**src/ipl_pkg.sv**
```systemverilog
package ipl_pkg;

   // ----------------------------------------------------------------
   // widths
   // ----------------------------------------------------------------
   localparam int NSRC = 17;
   localparam int ADR_W = 8;
   localparam int DAT_W = 32;
   localparam int SEL_W = 4;
   localparam int REG_W = 16;
   localparam int IDX_W = 6;
   localparam int LVL_W = 2;
   localparam int VEC_W = 7;
   localparam int NREG = 3;
   localparam int BYTE_W = 8;

   // ----------------------------------------------------------------
   // register indices (byte address is four times the index)
   // ----------------------------------------------------------------
   localparam logic [IDX_W-1:0] IDX_DEBUG = 6'h01;
   localparam logic [IDX_W-1:0] IDX_GRP_A = 6'h02;
   localparam logic [IDX_W-1:0] IDX_GRP_B = 6'h03;
   localparam logic [IDX_W-1:0] IDX_FAST0 = 6'h0B;
   localparam logic [IDX_W-1:0] IDX_FAST1 = 6'h0E;
   localparam logic [IDX_W-1:0] IDX_EXT_CFG = 6'h20;
   localparam logic [IDX_W-1:0] IDX_STATUS = 6'h21;

   // register slots inside the priority array
   localparam int REG_DEBUG = 0;
   localparam int REG_GRP_A = 1;
   localparam int REG_GRP_B = 2;

   // writable bits of each priority register, reserved bits stay zero
   localparam logic [REG_W-1:0] MASK_DEBUG = 16'h003F;
   localparam logic [REG_W-1:0] MASK_GRP_A = 16'hFFCF;
   localparam logic [REG_W-1:0] MASK_GRP_B = 16'hFFFC;
   localparam logic [REG_W-1:0] RST_PRIO = 16'h0000;
   localparam logic [VEC_W-1:0] RST_VEC = 7'h00;

   // ext_cfg and status bit positions
   localparam int CFG_EDGE_A = 0;
   localparam int CFG_EDGE_B = 1;
   localparam int CFG_W = 2;
   localparam int ST_PIN_A = 0;
   localparam int ST_PIN_B = 1;
   localparam int ST_LOW_PWR = 2;
   localparam int ST_WAKE = 3;

   // ----------------------------------------------------------------
   // field codes and core level encodings
   // ----------------------------------------------------------------
   localparam logic [LVL_W-1:0] CODE_OFF = 2'h0;
   localparam logic [LVL_W-1:0] LVL_ONE = 2'h1;
   localparam logic [LVL_W-1:0] LVL_TWO = 2'h2;
   localparam logic [LVL_W-1:0] LVL_THREE = 2'h3;
   localparam logic [LVL_W-1:0] IPL_NONE = 2'h0;
   localparam logic [LVL_W-1:0] IPL_P0 = 2'h1;
   localparam logic [LVL_W-1:0] IPL_P1 = 2'h2;
   localparam logic [LVL_W-1:0] IPL_P23 = 2'h3;

   // ----------------------------------------------------------------
   // source map: 0 trace, 1 tx empty, 2 rx full, 3 ext a, 4 ext b,
   // 5 low voltage, 6 pll unlock, 7 flash error, 8 flash cmd done,
   // 9 flash bufs empty, 10 can bus off, 11 can error, 12 can wakeup,
   // 13 can msgbuf, 14 port f, 15 port e, 16 port d
   // ----------------------------------------------------------------
   localparam int SRC_EXT_A = 3;
   localparam int SRC_EXT_B = 4;
   localparam int NDBG = 3;
   localparam int SRC_REG [NSRC] = '{0, 0, 0, 1, 1, 1, 1, 1, 1, 1,
                                     2, 2, 2, 2, 2, 2, 2};
   localparam int SRC_LSB [NSRC] = '{0, 2, 4, 0, 2, 6, 8, 10, 12, 14,
                                     2, 4, 6, 8, 10, 12, 14};
   // vector numbers per source, plain defaults
   localparam logic [VEC_W-1:0] SRC_VEC [NSRC] = '{7'h10, 7'h11, 7'h12,
      7'h13, 7'h14, 7'h15, 7'h16, 7'h17, 7'h18, 7'h19, 7'h1A, 7'h1B,
      7'h1C, 7'h1D, 7'h1E, 7'h1F, 7'h20};

endpackage : ipl_pkg

```
**src/ipl_level_decode.sv**
```systemverilog
`timescale 1ns/1ps
`default_nettype none
module ipl_level_decode (
   input wire logic [ipl_pkg::LVL_W-1:0] code_i,
   input wire logic debug_i,
   output logic en_o,
   output logic [ipl_pkg::LVL_W-1:0] level_o
);
   import ipl_pkg::*;

   // ----------------------------------------------------------------
   // code to enable and level
   // ----------------------------------------------------------------
   // debug fields map 01..11 to 1..3, others to 0..2
   always_comb begin
      en_o = (code_i != CODE_OFF);
      if (debug_i) begin
         level_o = code_i;
      end else begin
         level_o = code_i - LVL_ONE;
      end
   end

endmodule : ipl_level_decode
`default_nettype wire

```
**src/ipl_nest_check.sv**
```systemverilog
`timescale 1ns/1ps
`default_nettype none
module ipl_nest_check (
   input wire logic [ipl_pkg::LVL_W-1:0] core_ipl_i,
   input wire logic [ipl_pkg::LVL_W-1:0] level_i,
   output logic accept_o
);
   import ipl_pkg::*;

   // ----------------------------------------------------------------
   // nesting acceptance against core level
   // ----------------------------------------------------------------
   always_comb begin
      case (core_ipl_i)
         IPL_NONE: accept_o = 1'b1;
         IPL_P0: accept_o = (level_i >= LVL_ONE);
         IPL_P1: accept_o = (level_i >= LVL_TWO);
         IPL_P23: accept_o = (level_i == LVL_THREE);
         default: accept_o = 1'b0;
      endcase
   end

endmodule : ipl_nest_check
`default_nettype wire

```
**src/ipl_regs.sv**
```systemverilog
`timescale 1ns/1ps
`default_nettype none
module ipl_regs (
   input wire logic clk_i,
   input wire logic rst_i,
   input wire logic cyc_i,
   input wire logic stb_i,
   input wire logic we_i,
   input wire logic [ipl_pkg::ADR_W-1:0] adr_i,
   input wire logic [ipl_pkg::SEL_W-1:0] sel_i,
   input wire logic [ipl_pkg::DAT_W-1:0] dat_i,
   output logic [ipl_pkg::DAT_W-1:0] dat_o,
   output logic ack_o,
   input wire logic [ipl_pkg::NSRC-1:0] src_req_i,
   input wire logic ext_req_a_i,
   input wire logic ext_req_b_i,
   input wire logic [ipl_pkg::LVL_W-1:0] core_ipl_i,
   input wire logic low_power_i,
   output logic [ipl_pkg::NSRC-1:0] src_en_o,
   output logic [ipl_pkg::NSRC*ipl_pkg::LVL_W-1:0] src_level_o,
   output logic [ipl_pkg::NSRC-1:0] src_req_o,
   output logic [ipl_pkg::NSRC-1:0] nest_ok_o,
   output logic [ipl_pkg::NSRC-1:0] fast_o,
   output logic wake_o
);
   import ipl_pkg::*;

   typedef enum logic {ipl_run, ipl_low} ipl_pwr_t;

   logic [REG_W-1:0] prio [NREG];
   logic [VEC_W-1:0] fast_match_0;
   logic [VEC_W-1:0] fast_match_1;
   logic [CFG_W-1:0] ext_cfg;
   logic [IDX_W-1:0] idx;
   logic wr_go;
   logic [REG_W-1:0] wr_bits;
   logic [REG_W-1:0] lane_mask;
   logic [DAT_W-1:0] next_dat;
   logic [NSRC-1:0] dec_en;
   logic [LVL_W-1:0] dec_level [NSRC];
   logic [NSRC-1:0] accept;
   logic [NSRC-1:0] raw_req;
   logic [NSRC-1:0] en_snap;
   ipl_pwr_t pwr;
   logic [2:0] sync_a;
   logic [2:0] sync_b;
   logic pin_a;
   logic pin_b;
   logic pin_a_d;
   logic pin_b_d;
   logic edge_a;
   logic edge_b;

   // ----------------------------------------------------------------
   // bus decode
   // ----------------------------------------------------------------
   // register index and write strobe, taken on the ack edge
   assign idx = adr_i[IDX_W+1:2];
   assign wr_go = cyc_i && stb_i && we_i && ack_o;
   assign lane_mask = {{BYTE_W{sel_i[1]}}, {BYTE_W{sel_i[0]}}};
   assign wr_bits = dat_i[REG_W-1:0];

   // ack one cycle after the request, dropped the next cycle
   always_ff @(posedge clk_i) begin
      if (rst_i) begin
         ack_o <= 1'b0;
      end else begin
         ack_o <= cyc_i && stb_i && !ack_o;
      end
   end

   // ----------------------------------------------------------------
   // priority registers
   // ----------------------------------------------------------------
   // masked byte-lane writes, reserved bits never stored
   always_ff @(posedge clk_i) begin
      if (rst_i) begin
         prio[REG_DEBUG] <= RST_PRIO;
         prio[REG_GRP_A] <= RST_PRIO;
         prio[REG_GRP_B] <= RST_PRIO;
      end else if (wr_go) begin
         case (idx)
            IDX_DEBUG: prio[REG_DEBUG] <= ((prio[REG_DEBUG] & ~lane_mask)
               | (wr_bits & lane_mask)) & MASK_DEBUG;
            IDX_GRP_A: prio[REG_GRP_A] <= ((prio[REG_GRP_A] & ~lane_mask)
               | (wr_bits & lane_mask)) & MASK_GRP_A;
            IDX_GRP_B: prio[REG_GRP_B] <= ((prio[REG_GRP_B] & ~lane_mask)
               | (wr_bits & lane_mask)) & MASK_GRP_B;
            default: ;
         endcase
      end
   end

   // fast match vectors and external edge configuration
   always_ff @(posedge clk_i) begin
      if (rst_i) begin
         fast_match_0 <= RST_VEC;
         fast_match_1 <= RST_VEC;
         ext_cfg <= '0;
      end else if (wr_go && sel_i[0]) begin
         case (idx)
            IDX_FAST0: fast_match_0 <= wr_bits[VEC_W-1:0];
            IDX_FAST1: fast_match_1 <= wr_bits[VEC_W-1:0];
            IDX_EXT_CFG: ext_cfg <= wr_bits[CFG_W-1:0];
            default: ;
         endcase
      end
   end

   // ----------------------------------------------------------------
   // read path
   // ----------------------------------------------------------------
   // unmapped indices read zero
   always_comb begin
      next_dat = '0;
      case (idx)
         IDX_DEBUG: next_dat[REG_W-1:0] = prio[REG_DEBUG];
         IDX_GRP_A: next_dat[REG_W-1:0] = prio[REG_GRP_A];
         IDX_GRP_B: next_dat[REG_W-1:0] = prio[REG_GRP_B];
         IDX_FAST0: next_dat[VEC_W-1:0] = fast_match_0;
         IDX_FAST1: next_dat[VEC_W-1:0] = fast_match_1;
         IDX_EXT_CFG: next_dat[CFG_W-1:0] = ext_cfg;
         IDX_STATUS: begin
            next_dat[ST_PIN_A] = pin_a;
            next_dat[ST_PIN_B] = pin_b;
            next_dat[ST_LOW_PWR] = (pwr == ipl_low);
            next_dat[ST_WAKE] = wake_o;
         end
         default: next_dat = '0;
      endcase
   end

   // read data registered alongside ack
   always_ff @(posedge clk_i) begin
      if (rst_i) begin
         dat_o <= '0;
      end else if (cyc_i && stb_i && !ack_o) begin
         dat_o <= next_dat;
      end
   end

   // ----------------------------------------------------------------
   // per-source decode
   // ----------------------------------------------------------------
   genvar gi;
   generate
      for (gi = 0; gi < NSRC; gi++) begin : g_src
         // field extraction and level decoding
         ipl_level_decode u_dec (
            .code_i(prio[SRC_REG[gi]][SRC_LSB[gi]+:LVL_W]),
            .debug_i(gi < NDBG),
            .en_o(dec_en[gi]),
            .level_o(dec_level[gi])
         );
         // registered enable and level toward the arbiter
         always_ff @(posedge clk_i) begin
            if (rst_i) begin
               src_en_o[gi] <= 1'b0;
               src_level_o[gi*LVL_W+:LVL_W] <= CODE_OFF;
            end else begin
               src_en_o[gi] <= dec_en[gi];
               src_level_o[gi*LVL_W+:LVL_W] <= dec_level[gi];
            end
         end
         ipl_nest_check u_nest (
            .core_ipl_i(core_ipl_i),
            .level_i(src_level_o[gi*LVL_W+:LVL_W]),
            .accept_o(accept[gi])
         );
         // masking, nesting and fast qualification
         assign src_req_o[gi] = raw_req[gi] && src_en_o[gi];
         assign nest_ok_o[gi] = src_req_o[gi] && accept[gi];
         assign fast_o[gi] = src_req_o[gi]
            && (src_level_o[gi*LVL_W+:LVL_W] == LVL_TWO)
            && (SRC_VEC[gi] == fast_match_0 || SRC_VEC[gi] == fast_match_1);
      end
   endgenerate

   // ----------------------------------------------------------------
   // external request pins
   // ----------------------------------------------------------------
   // three-stage synchronisers
   always_ff @(posedge clk_i) begin
      if (rst_i) begin
         sync_a <= 3'h7;
         sync_b <= 3'h7;
      end else begin
         sync_a <= {sync_a[1:0], ext_req_a_i};
         sync_b <= {sync_b[1:0], ext_req_b_i};
      end
   end

   // filtered level changes when second and third stage agree
   always_ff @(posedge clk_i) begin
      if (rst_i) begin
         pin_a <= 1'b1;
         pin_b <= 1'b1;
         pin_a_d <= 1'b1;
         pin_b_d <= 1'b1;
      end else begin
         if (sync_a[1] == sync_a[2]) begin
            pin_a <= sync_a[2];
         end
         if (sync_b[1] == sync_b[2]) begin
            pin_b <= sync_b[2];
         end
         pin_a_d <= pin_a;
         pin_b_d <= pin_b;
      end
   end

   assign edge_a = pin_a_d && !pin_a;
   assign edge_b = pin_b_d && !pin_b;

   // request vector, pins forced level-low sensitive in low power
   always_comb begin
      raw_req = src_req_i;
      if (ext_cfg[CFG_EDGE_A] && pwr == ipl_run) begin
         raw_req[SRC_EXT_A] = edge_a;
      end else begin
         raw_req[SRC_EXT_A] = !pin_a;
      end
      if (ext_cfg[CFG_EDGE_B] && pwr == ipl_run) begin
         raw_req[SRC_EXT_B] = edge_b;
      end else begin
         raw_req[SRC_EXT_B] = !pin_b;
      end
   end

   // ----------------------------------------------------------------
   // low power tracking
   // ----------------------------------------------------------------
   // enables captured on entry, only those may wake the core
   always_ff @(posedge clk_i) begin
      if (rst_i) begin
         pwr <= ipl_run;
         en_snap <= '0;
      end else begin
         case (pwr)
            ipl_run: begin
               if (low_power_i) begin
                  pwr <= ipl_low;
                  en_snap <= src_en_o;
               end
            end
            ipl_low: begin
               if (!low_power_i) begin
                  pwr <= ipl_run;
               end
            end
            default: pwr <= ipl_run;
         endcase
      end
   end

   assign wake_o = (pwr == ipl_low) && |(raw_req & en_snap);
endmodule : ipl_regs
`default_nettype wire

```
**config.mk**
```make
export PLATFORM = sky130hd
export DESIGN_NAME = ipl_regs
export DESIGN_NICKNAME = d
export VERILOG_FILES = /design/src/ipl_pkg.sv /design/src/ipl_level_decode.sv /design/src/ipl_nest_check.sv /design/src/ipl_regs.sv
export SDC_FILE = /design/constraint.sdc
export NUM_CORES = 1
export LEC_CHECK = 0
export BUFFER_PORTS_ARGS = -buffer_cell sky130_fd_sc_hd__buf_2
export CORE_ASPECT_RATIO = 2
export CORE_MARGIN = 3
export CORE_UTILIZATION = 39
export CTS_CLUSTER_SIZE = 24
export DETAILED_ROUTE_END_ITERATION = 6
export HOLD_SLACK_MARGIN = 0.08
export MAX_ROUTING_LAYER = met4
export PLACE_DENSITY = 0.64
export RECOVER_POWER = 100
export SLEW_MARGIN = 20
export SYNTH_ARGS = -nofsm -noshare
export SYNTH_HDL_FRONTEND = slang
export SYNTH_SLANG_ARGS = --single-unit
export TNS_END_PERCENT = 50
```
**constraint.sdc**
```tcl
create_clock -name clk_i -period 3 [get_ports clk_i]
set_clock_uncertainty 0.05 [all_clocks]
set_input_delay 0.75 -clock clk_i [delete_from_list [all_inputs] [get_ports clk_i]]
set_output_delay 0.75 -clock clk_i [all_outputs]
set_load 0.005 [all_outputs]
```
==> results of run 1 <==
-- report_power, final --
group	switching [mW]	leakage [nW]	internal (mW)
sequential	0.0574	1.27	2.09
combinational	0.238	1.95	0.155
clock	0.841	0.261	1.17
-- cells by family (layout without fill, tap and decap cells) --
| family | Yosys count | count (layout) | synth area share |
|---|---|---|---|
| other | 1 | 16 | 0.0005442 |
| AO/OA/AOI/OAI | 126 | 126 | 0.1229 |
| multiplexers | 19 | 19 | 0.02778 |
| AND/OR/NAND/NOR | 325 | 325 | 0.2441 |
| flip-flops | 146 | 146 | 0.4736 |
| buffers and inverters | 121 | 284 | 0.08099 |
| adder cells (fa/ha/maj) | 31 | 31 | 0.05012 |
-- metal layers --
layer  part of all wire  track usage
met4              0.051       0.1094
met5                  0            -
met1               0.37       0.2401
met2               0.53       0.3978
met3              0.048      0.03529
-- through the flow --
stage               setup slack (ps)  utilization
floorplan                      384.2            -
global placement               153.2       0.4581
detailed placement             154.3       0.4581
CTS                            34.60       0.4909
global route                   1.147       0.4796
finish                         99.33       0.4796
-- path summary, 6_finish.rpt --
| path | endpoint | slack (ps) | depth (start not counted) |
|---|---|---|---|
| worst min-delay path | sync_a[1] | 360 | 1 |
| worst max-delay path | fast_o[13] | 100 | 6 |
| worst min register to register | sync_a[1] | 360 | 1 |
| worst max register to register | prio[0][24] | 960 | 4 |
-- timing repair --
item	CTS	global route
hold buffers	0	0
resized for setup	0	6
setup endpoints to repair	0	11
hold endpoints to repair	0	0
-- worst register-to-register path, stage by stage, from the launching register on --
cell and delay [ps]:
dfxtp_1 370, nand4_1 90, or4_2 640, clkbuf_4 420, nor2b_1 300
-- cell usage in the layout, fill, tap and decap left out, types with 17 or more instances in the layout --
cell / n
clkbuf_16: 17
a22oi_1: 23
mux2i_1: 18
inv_1: 67
a21oi_1: 32
clkbuf_1: 81
o21ai_0: 32
nor2_1: 108
dfxtp_1: 112
nor4_1: 18
buf_2: 89
nand2_1: 83
maj3_1: 17
nor2b_1: 38
edfxtp_1: 34
-- layout make-up --
cell class / instances / area (µm²)
Timing Repair Buffer: 185 / 848.3
Clock buffer: 19 / 442.9
Tap cell: 210 / 262.8
Clock inverter: 13 / 123.9
Inverter: 67 / 251.5
Fill cell: 1758 / 8987
Multi-Input combinational cell: 517 / 3092
Sequential cell: 146 / 3263
-- sequential cells by signal, indices dropped and copies added, names as in the netlist, 2 cells and up --
name          cells
fast_match_0      7
fast_match_1      7
src_level_o      34
dat_o            16
sync_b            3
sync_a            3
src_en_o         17
ext_cfg           2
en_snap          17
prio             34
==> reports/summary.txt, run 1 <==
Area contributors post-synth: dfxtp_1 (33%), edfxtp_1 (15%), nor2_1 (5.9%)
fin crit period: 2901 ps
Finished Layout Cells: 1,157
CTS tree: yes
RSZ-0062 raised after global routing: false
Final ANT Viol Nets: 0
placed inst area: 7913 µm²
Port Buf Inserts: 168
Top delay family on crit path: simple AND/OR/NAND/NOR gates
register area share after synthesis: 0.4736
gr usage total: 0.2254
share of post-route cells with drive strength above 1: 0.1837
Post-Route Setup TNS: 0 ps
CTS clk-pin slew, worst paths: 60 ps
Hold Path Origin: sync_a[0]
initial antenna violation count: 0
Reg2Reg Launch Point: ack_o
Crit path buffers/inverters: 1
first-pass GRT wire length: 32,670 µm
DR vias/cell: 5.168
Yosys reg bits: 146
# DRC: 0
CTS root buf: clkbuf_16
Post-Syn Instances: 769
nature of the critical path endpoint: output port
CP arrival: 2100 ps
status: finished, violations left
WL final: 21,130 µm
Die Height: 194.0 µm
DRT iter0 DRCs: 227
routed len/inst: 18.26 µm
clock sink count: 146
Async S/R FF share, synth: 0
Post-synth EDFFs: 34
crit share post-route: 0.9669
Final Wtd Congestion: 0.9120
ranking of synthesized cells by instance count: dfxtp_1 (112), nor2_1 (108), nand2_1 (83)
Critical Path Source: fast_match_1[5]
worst-case clock buffer depth: 2
worst skew pair latency: 420 ps
vias in the first global route: 5,913
Site Rows: 68
max-slew violations: 51
TritonCTS buffer count: 17
cell area after layout: 8284 µm²
area delta synth->final: 20.23%
Crit Path Max Fanout: 5
Pwr per Cell Area: 549.2 nW/µm²
effective utilization at floorplan: 0.3989
Tot Pwr: 4.550 mW
Pleak: 3.485 nW
slowest stage cell, crit path: nor3_1
count leader, synth: dfxtp_1
crit-path cells: nor2_1 > nand2_1 > nor3_1 > a32oi_1 > nor4_1 > buf_2
DR pass1 iterations: 5
syn avg cell area: 8.960 µm²
setup bufs post-CTS: 0
vias: 5,979
worst hold path type: reg2reg
count of cell types in the netlist: 55
peak supply drop: 0.3850 mV
setup violators final: 0
die width: 99.99 µm
Worst-Margin Slew: 2032 ps
Final Hold Vio Count: 0
Startpoint Class: register
fmax: 344.7 MHz
n_diodes: 0
# IOs: 207
CTS HTree Levels: 4
DPL Wire Length: 16,340 µm
largest net degree at the start of global routing: 58
final net count: 1,019
leading area contributor after synthesis: dfxtp_1
failing checks: capacitance limit, slew limit
Max-Cap Viols: 1
yosys warns: 0
total core area: 17,270 µm²
most used flip-flop cell after synthesis: dfxtp_1
critical path type: reg2out
Largest stage delay, worst path: 430 ps
hold slack: 362.3 ps
DP Cell Count: 1,125
post-synth top area share: 0.3254
Slew HR: -0.3544
GRT Residual Overflow: 0
Die Area: 19,400 µm²
CP Data Required Time: 2200 ps
Post-Synthesis Cell Area: 6890 µm²
(Power assumes the default switching activity.)
==> run 2: changes to the inputs <==
--- a/config.mk
+++ b/config.mk
@@ -13,10 +13,9 @@
 export DETAILED_ROUTE_END_ITERATION = 6
 export HOLD_SLACK_MARGIN = 0.08
 export MAX_ROUTING_LAYER = met4
-export PLACE_DENSITY = 0.64
-export RECOVER_POWER = 100
+export PLACE_DENSITY = 0.65
+export RECOVER_POWER = 25
 export SLEW_MARGIN = 20
 export SYNTH_ARGS = -nofsm -noshare
 export SYNTH_HDL_FRONTEND = slang
 export SYNTH_SLANG_ARGS = --single-unit
-export TNS_END_PERCENT = 50
==> run 2 against run 1 <==
The flow now finishes without violations. Register-to-register slack better by 310 ps. Worst setup slack improved by 40 ps. Combinational power grew 4%. Power grew 1.9%. Sequential share of layout area shrank 1.1 points. Clock-buffer cell count unchanged. First-iteration DRC count grew 36%. Wire length decreased by 1.3%. Critical path depth unchanged. Critical path type unchanged.
==> reports/summary.txt, run 2 (synthesis gave the netlist of run 1 again) <==
total core area: 17,270 µm²
max-slew violations: 0
Clk pwr share: 0.450
CTS HTree Levels: 4
Sw Pwr: 1.112 mW
Die Height: 194.0 µm
Pint: 3.524 mW
Max-Cap Viols: 0
# fillers: 1,684
final net count: 1,018
CP arrival: 2060 ps
Top Registers: prio x34, src_level_o x34
routed len/inst: 18.04 µm
Final Wtd Congestion: 1.007
nature of the critical path endpoint: output port
Tot Pwr: 4.636 mW
gr usage total: 0.2243
Post-CTS Hold Buffers: 0
Pwr per Cell Area: 544.4 nW/µm²
Finished Layout Cells: 1,156
Worst-Margin Slew: 1022 ps
status: complete, no violations
multi-input combinational cell area: 3182 µm²
CTS tree: yes
DRT iter0 DRCs: 309
setup violators final: 0
clock sink count: 146
sw frac: 0.2398
Startpoint Class: register
DPL Wire Length: 16,200 µm
fmax: 349.6 MHz
Hold Crit Depth: 1
CTS root buf: clkbuf_16
effective utilization at floorplan: 0.3989
Crit Path Max Fanout: 5
Port Buf Inserts: 168
DR pass1 iterations: 5
die width: 99.99 µm
share of post-route cells with drive strength above 1: 0.2667
first-pass GRT wire length: 32,380 µm
final core occ: 0.4930
CTS clk-pin slew, worst paths: 60 ps
Reg2Reg Setup Slack: 1270 ps
vias: 5,960
setup bufs post-CTS: 0
GRT Residual Overflow: 0
TritonCTS buffer count: 17
Final ANT Viol Nets: 0
# IOs: 207
DR vias/cell: 5.156
reg2reg path depth: 4
most frequent cells in the layout: buf_2 (149), dfxtp_1 (112), nor2_1 (107)
critical path type: reg2out
area delta synth->final: 23.59%
Pleak: 3.787 nW
fin crit period: 2860 ps
initial antenna violation count: 1
vias in the first global route: 5,844
peak supply drop: 0.3214 mV
Register Area: 3263 µm²
Die Area: 19,400 µm²
cell area after layout: 8516 µm²
WL final: 20,850 µm
Site Rows: 68
largest net degree at the start of global routing: 56
commonest non-fill, non-tap cell in the layout: buf_2
worst-case clock buffer depth: 2
crit share post-route: 0.9535
worst hold path type: reg2reg
DP Cell Count: 1,124
CP Data Required Time: 2200 ps
placed inst area: 7905 µm²
worst skew pair latency: 420 ps
# DRC: 0
Final Hold Vio Count: 0
Seq pwr share: 0.463
Slew HR: 0.3190
Comb pwr share: 0.088
post-CTS resize count: 1
run 2: power by group through the flow:
| stage | registers (mW) | logic, mW | clock network [mW] |
|---|---|---|---|
| final | 2.14 | 0.406 | 2.08 |
| after global routing | 2.15 | 0.454 | 2.19 |
| after floorplan | 2.17 | 0.236 | 0 |
| after detailed placement | 2.19 | 0.411 | 0 |
| after global placement | 2.19 | 0.406 | 0 |
| after CTS | 2.14 | 0.414 | 2.11 |
run 2: layer usage:
layer / track usage / vias up / wire length, µm
met5: - / - / 0
met4: 0.1189 / 0 / 919
met3: 0.03313 / 41 / 1040
met2: 0.3943 / 193 / 11170
met1: 0.2371 / 2817 / 7718
li1: - / 2909 / -
run 2: critical path: stages, from the launching register on:
cell and delay, ps:
dfxtp_1 340, nor2_1 100, nand2_1 160, nor3b_2 270
a32oi_1 200, nor4_1 360, buf_2 190
run 2: layout make-up:
type | instances | area share
flip-flops and latches | 146 | 0.3832
diodes | 1 | 0.0002939
multi-input cells | 517 | 0.3736
clock inverters | 12 | 0.01499
clock buffers | 19 | 0.05334
well taps | 210 | 0.03086
inverters | 67 | 0.02953
repair buffers | 184 | 0.1142
run 2: stage by stage:
stage	setup slack [ps]	hold slack, ps	TNS, ps
6_report	139.6	362.3	0
3_5_place_dp	167.3	346.6	0
4_1_cts	27.51	360.7	0
3_3_place_gp	167.8	342.9	0
5_1_grt	-11.15	384.5	-11.15
2_1_floorplan	384.2	339.5	0
run 2: final timing paths:
kind / start / end
max: fast_match_1[5] / fast_o[4]
min: sync_b[0] / sync_b[1]
min reg2reg: sync_b[0] / sync_b[1]
max reg2reg: ack_o / prio[0][41]
==> run 3: changes to the inputs <==
--- a/config.mk
+++ b/config.mk
@@ -13,7 +13,7 @@
 export DETAILED_ROUTE_END_ITERATION = 6
 export HOLD_SLACK_MARGIN = 0.08
 export MAX_ROUTING_LAYER = met4
-export PLACE_DENSITY = 0.65
+export PLACE_DENSITY = 0.62
 export RECOVER_POWER = 25
 export SLEW_MARGIN = 20
 export SYNTH_ARGS = -nofsm -noshare
==> run 3 against run 2 <==
The flow now finishes with violations (capacitance limit, slew limit). Global-route usage down 0.10 points. Wire length up 1.3%. Design area up 0.29%. Final cell count unchanged. Register-to-register slack worse by 110 ps. Power up 3.5%. Critical path type unchanged. Largest cell class unchanged. Highest routed layer unchanged.
==> reports/summary.txt, run 3 (synthesis gave the netlist of run 1 again) <==
clock sink count: 146
initial antenna violation count: 1
effective utilization at floorplan: 0.3989
Max-Cap Viols: 1
DR vias/cell: 5.198
fmax: 336.4 MHz
first-pass GRT wire length: 32,390 µm
TritonCTS buffer count: 17
fin crit period: 2972 ps
Tot Pwr: 4.799 mW
CTS clk-pin slew, worst paths: 60 ps
RSZ-0062 raised after global routing: true
CTS root buf: clkbuf_16
CP Data Required Time: 2200 ps
Slew HR: -0.1753
Port Buf Inserts: 168
DRT iter0 DRCs: 272
DP Cell Count: 1,123
commonest non-fill, non-tap cell in the layout: buf_2
worst hold path type: reg2reg
failing checks: capacitance limit, slew limit
Top Registers: prio x34, src_level_o x34
vias: 6,009
hold slack: 358.8 ps
final net count: 1,017
nature of the critical path endpoint: output port
largest net degree at the start of global routing: 62
total core area: 17,270 µm²
critical path type: reg2out
WL final: 21,120 µm
setup violators final: 0
setup bufs post-CTS: 0
GRT Residual Overflow: 0
status: finished, violations left
Finished Layout Cells: 1,156
die width: 99.99 µm
Largest stage delay, worst path: 510 ps
peak supply drop: 0.4034 mV
vias in the first global route: 5,853
Startpoint Class: register
Die Height: 194.0 µm
worst skew pair latency: 420 ps
CP arrival: 2170 ps
Pwr per Cell Area: 561.9 nW/µm²
area delta synth->final: 23.95%
Crit Path Max Fanout: 6
Final Wtd Congestion: 0.9615
Worst-Margin Slew: 1763 ps
CTS tree: yes
share of post-route cells with drive strength above 1: 0.2794
Pleak: 3.851 nW
Final Hold Vio Count: 0
Die Area: 19,400 µm²
crit share post-route: 0.9908
DR pass1 iterations: 5
routed len/inst: 18.27 µm
worst-case clock buffer depth: 2
Site Rows: 68
Reg2Reg Setup Slack: 1160 ps
Post-Route Setup TNS: 0 ps
slowest stage cell, crit path: nor3_1
gr usage total: 0.2233
crit-path cells: nand2b_1 > nor3_1 > a22oi_1 > nor4_1 > buf_2
most frequent cells in the layout: buf_2 (167), dfxtp_1 (112), nor2_1 (108)
DPL Wire Length: 16,320 µm
CTS HTree Levels: 4
max-slew violations: 40
Final ANT Viol Nets: 0
# DRC: 0
# IOs: 207
==> run 3: changes by cell type in the layout (fill, tap and decap cells not counted), sizes merged <==
cell	previous run	this run
clkbuf	39	24
buf	164	180
bufinv	2	3
clkinvlp	2	0
==> run 3: layout make-up <==
cell class / instances / area [µm²]
fill: 1706 / 8731
sequential: 146 / 3263
multi-input combinational: 517 / 3149
timing repair buffer: 183 / 983.4
clock buffer: 21 / 481.7
tap: 210 / 262.8
inverter: 67 / 251.5
clock inverter: 11 / 146.4
antenna: 1 / 2.502
==> run 3: metal layers <==
| metal | wire length (µm) | GRT usage | vias up | share of wire |
|---|---|---|---|---|
| li1 | - | - | 2908 | - |
| met1 | 7918 | 0.2347 | 2834 | 0.37 |
| met2 | 11390 | 0.4027 | 220 | 0.54 |
| met3 | 999 | 0.03565 | 47 | 0.047 |
| met4 | 808 | 0.09695 | 0 | 0.038 |
| met5 | 0 | - | - | 0 |
==> run 3: critical path: cells and delay by family, from the launching register on <==
| kind | cells | cell delay [ps] |
|---|---|---|
| flip-flops | 1 | 490 |
| AND/OR/NAND/NOR | 3 | 830 |
| AO/OA/AOI/OAI | 1 | 260 |
| buffers and inverters | 1 | 160 |
==> run 3: worst paths after layout <==
check                                      from        end  cells after the start
worst max-delay path            fast_match_0[0]  fast_o[9]                      5
worst min-delay path                  sync_a[0]  sync_a[1]                      1
worst max register to register       en_snap[7]   dat_o[3]                      5
worst min register to register        sync_a[0]  sync_a[1]                      1
==> run 3: stage by stage <==
stage / utilization / worst slack, ps / cell area (µm²)
2_1_floorplan: - / 384.2 / 6947
4_1_cts: 0.4940 / 51.24 / 8532
3_3_place_gp: 0.4573 / 89.14 / 7898
3_5_place_dp: 0.4573 / 110.3 / 7898
5_1_grt: 0.4945 / -81.82 / 8541
6_report: 0.4945 / 27.51 / 8541
==> run 3: power breakdown <==
group	switching [mW]	internal, mW	leakage (nW)
Clock	0.836	1.41	0.314
Combinational	0.240	0.171	2.26
Sequential	0.0566	2.09	1.27
Total	1.13	3.67	3.85
==> run 3: repair_timing <==
item / CTS / global route
hold buffers: 0 / 0
pin swaps: 0 / 0
endpoints found under the setup margin: 1 / 15
gates resized for setup: 1 / 4
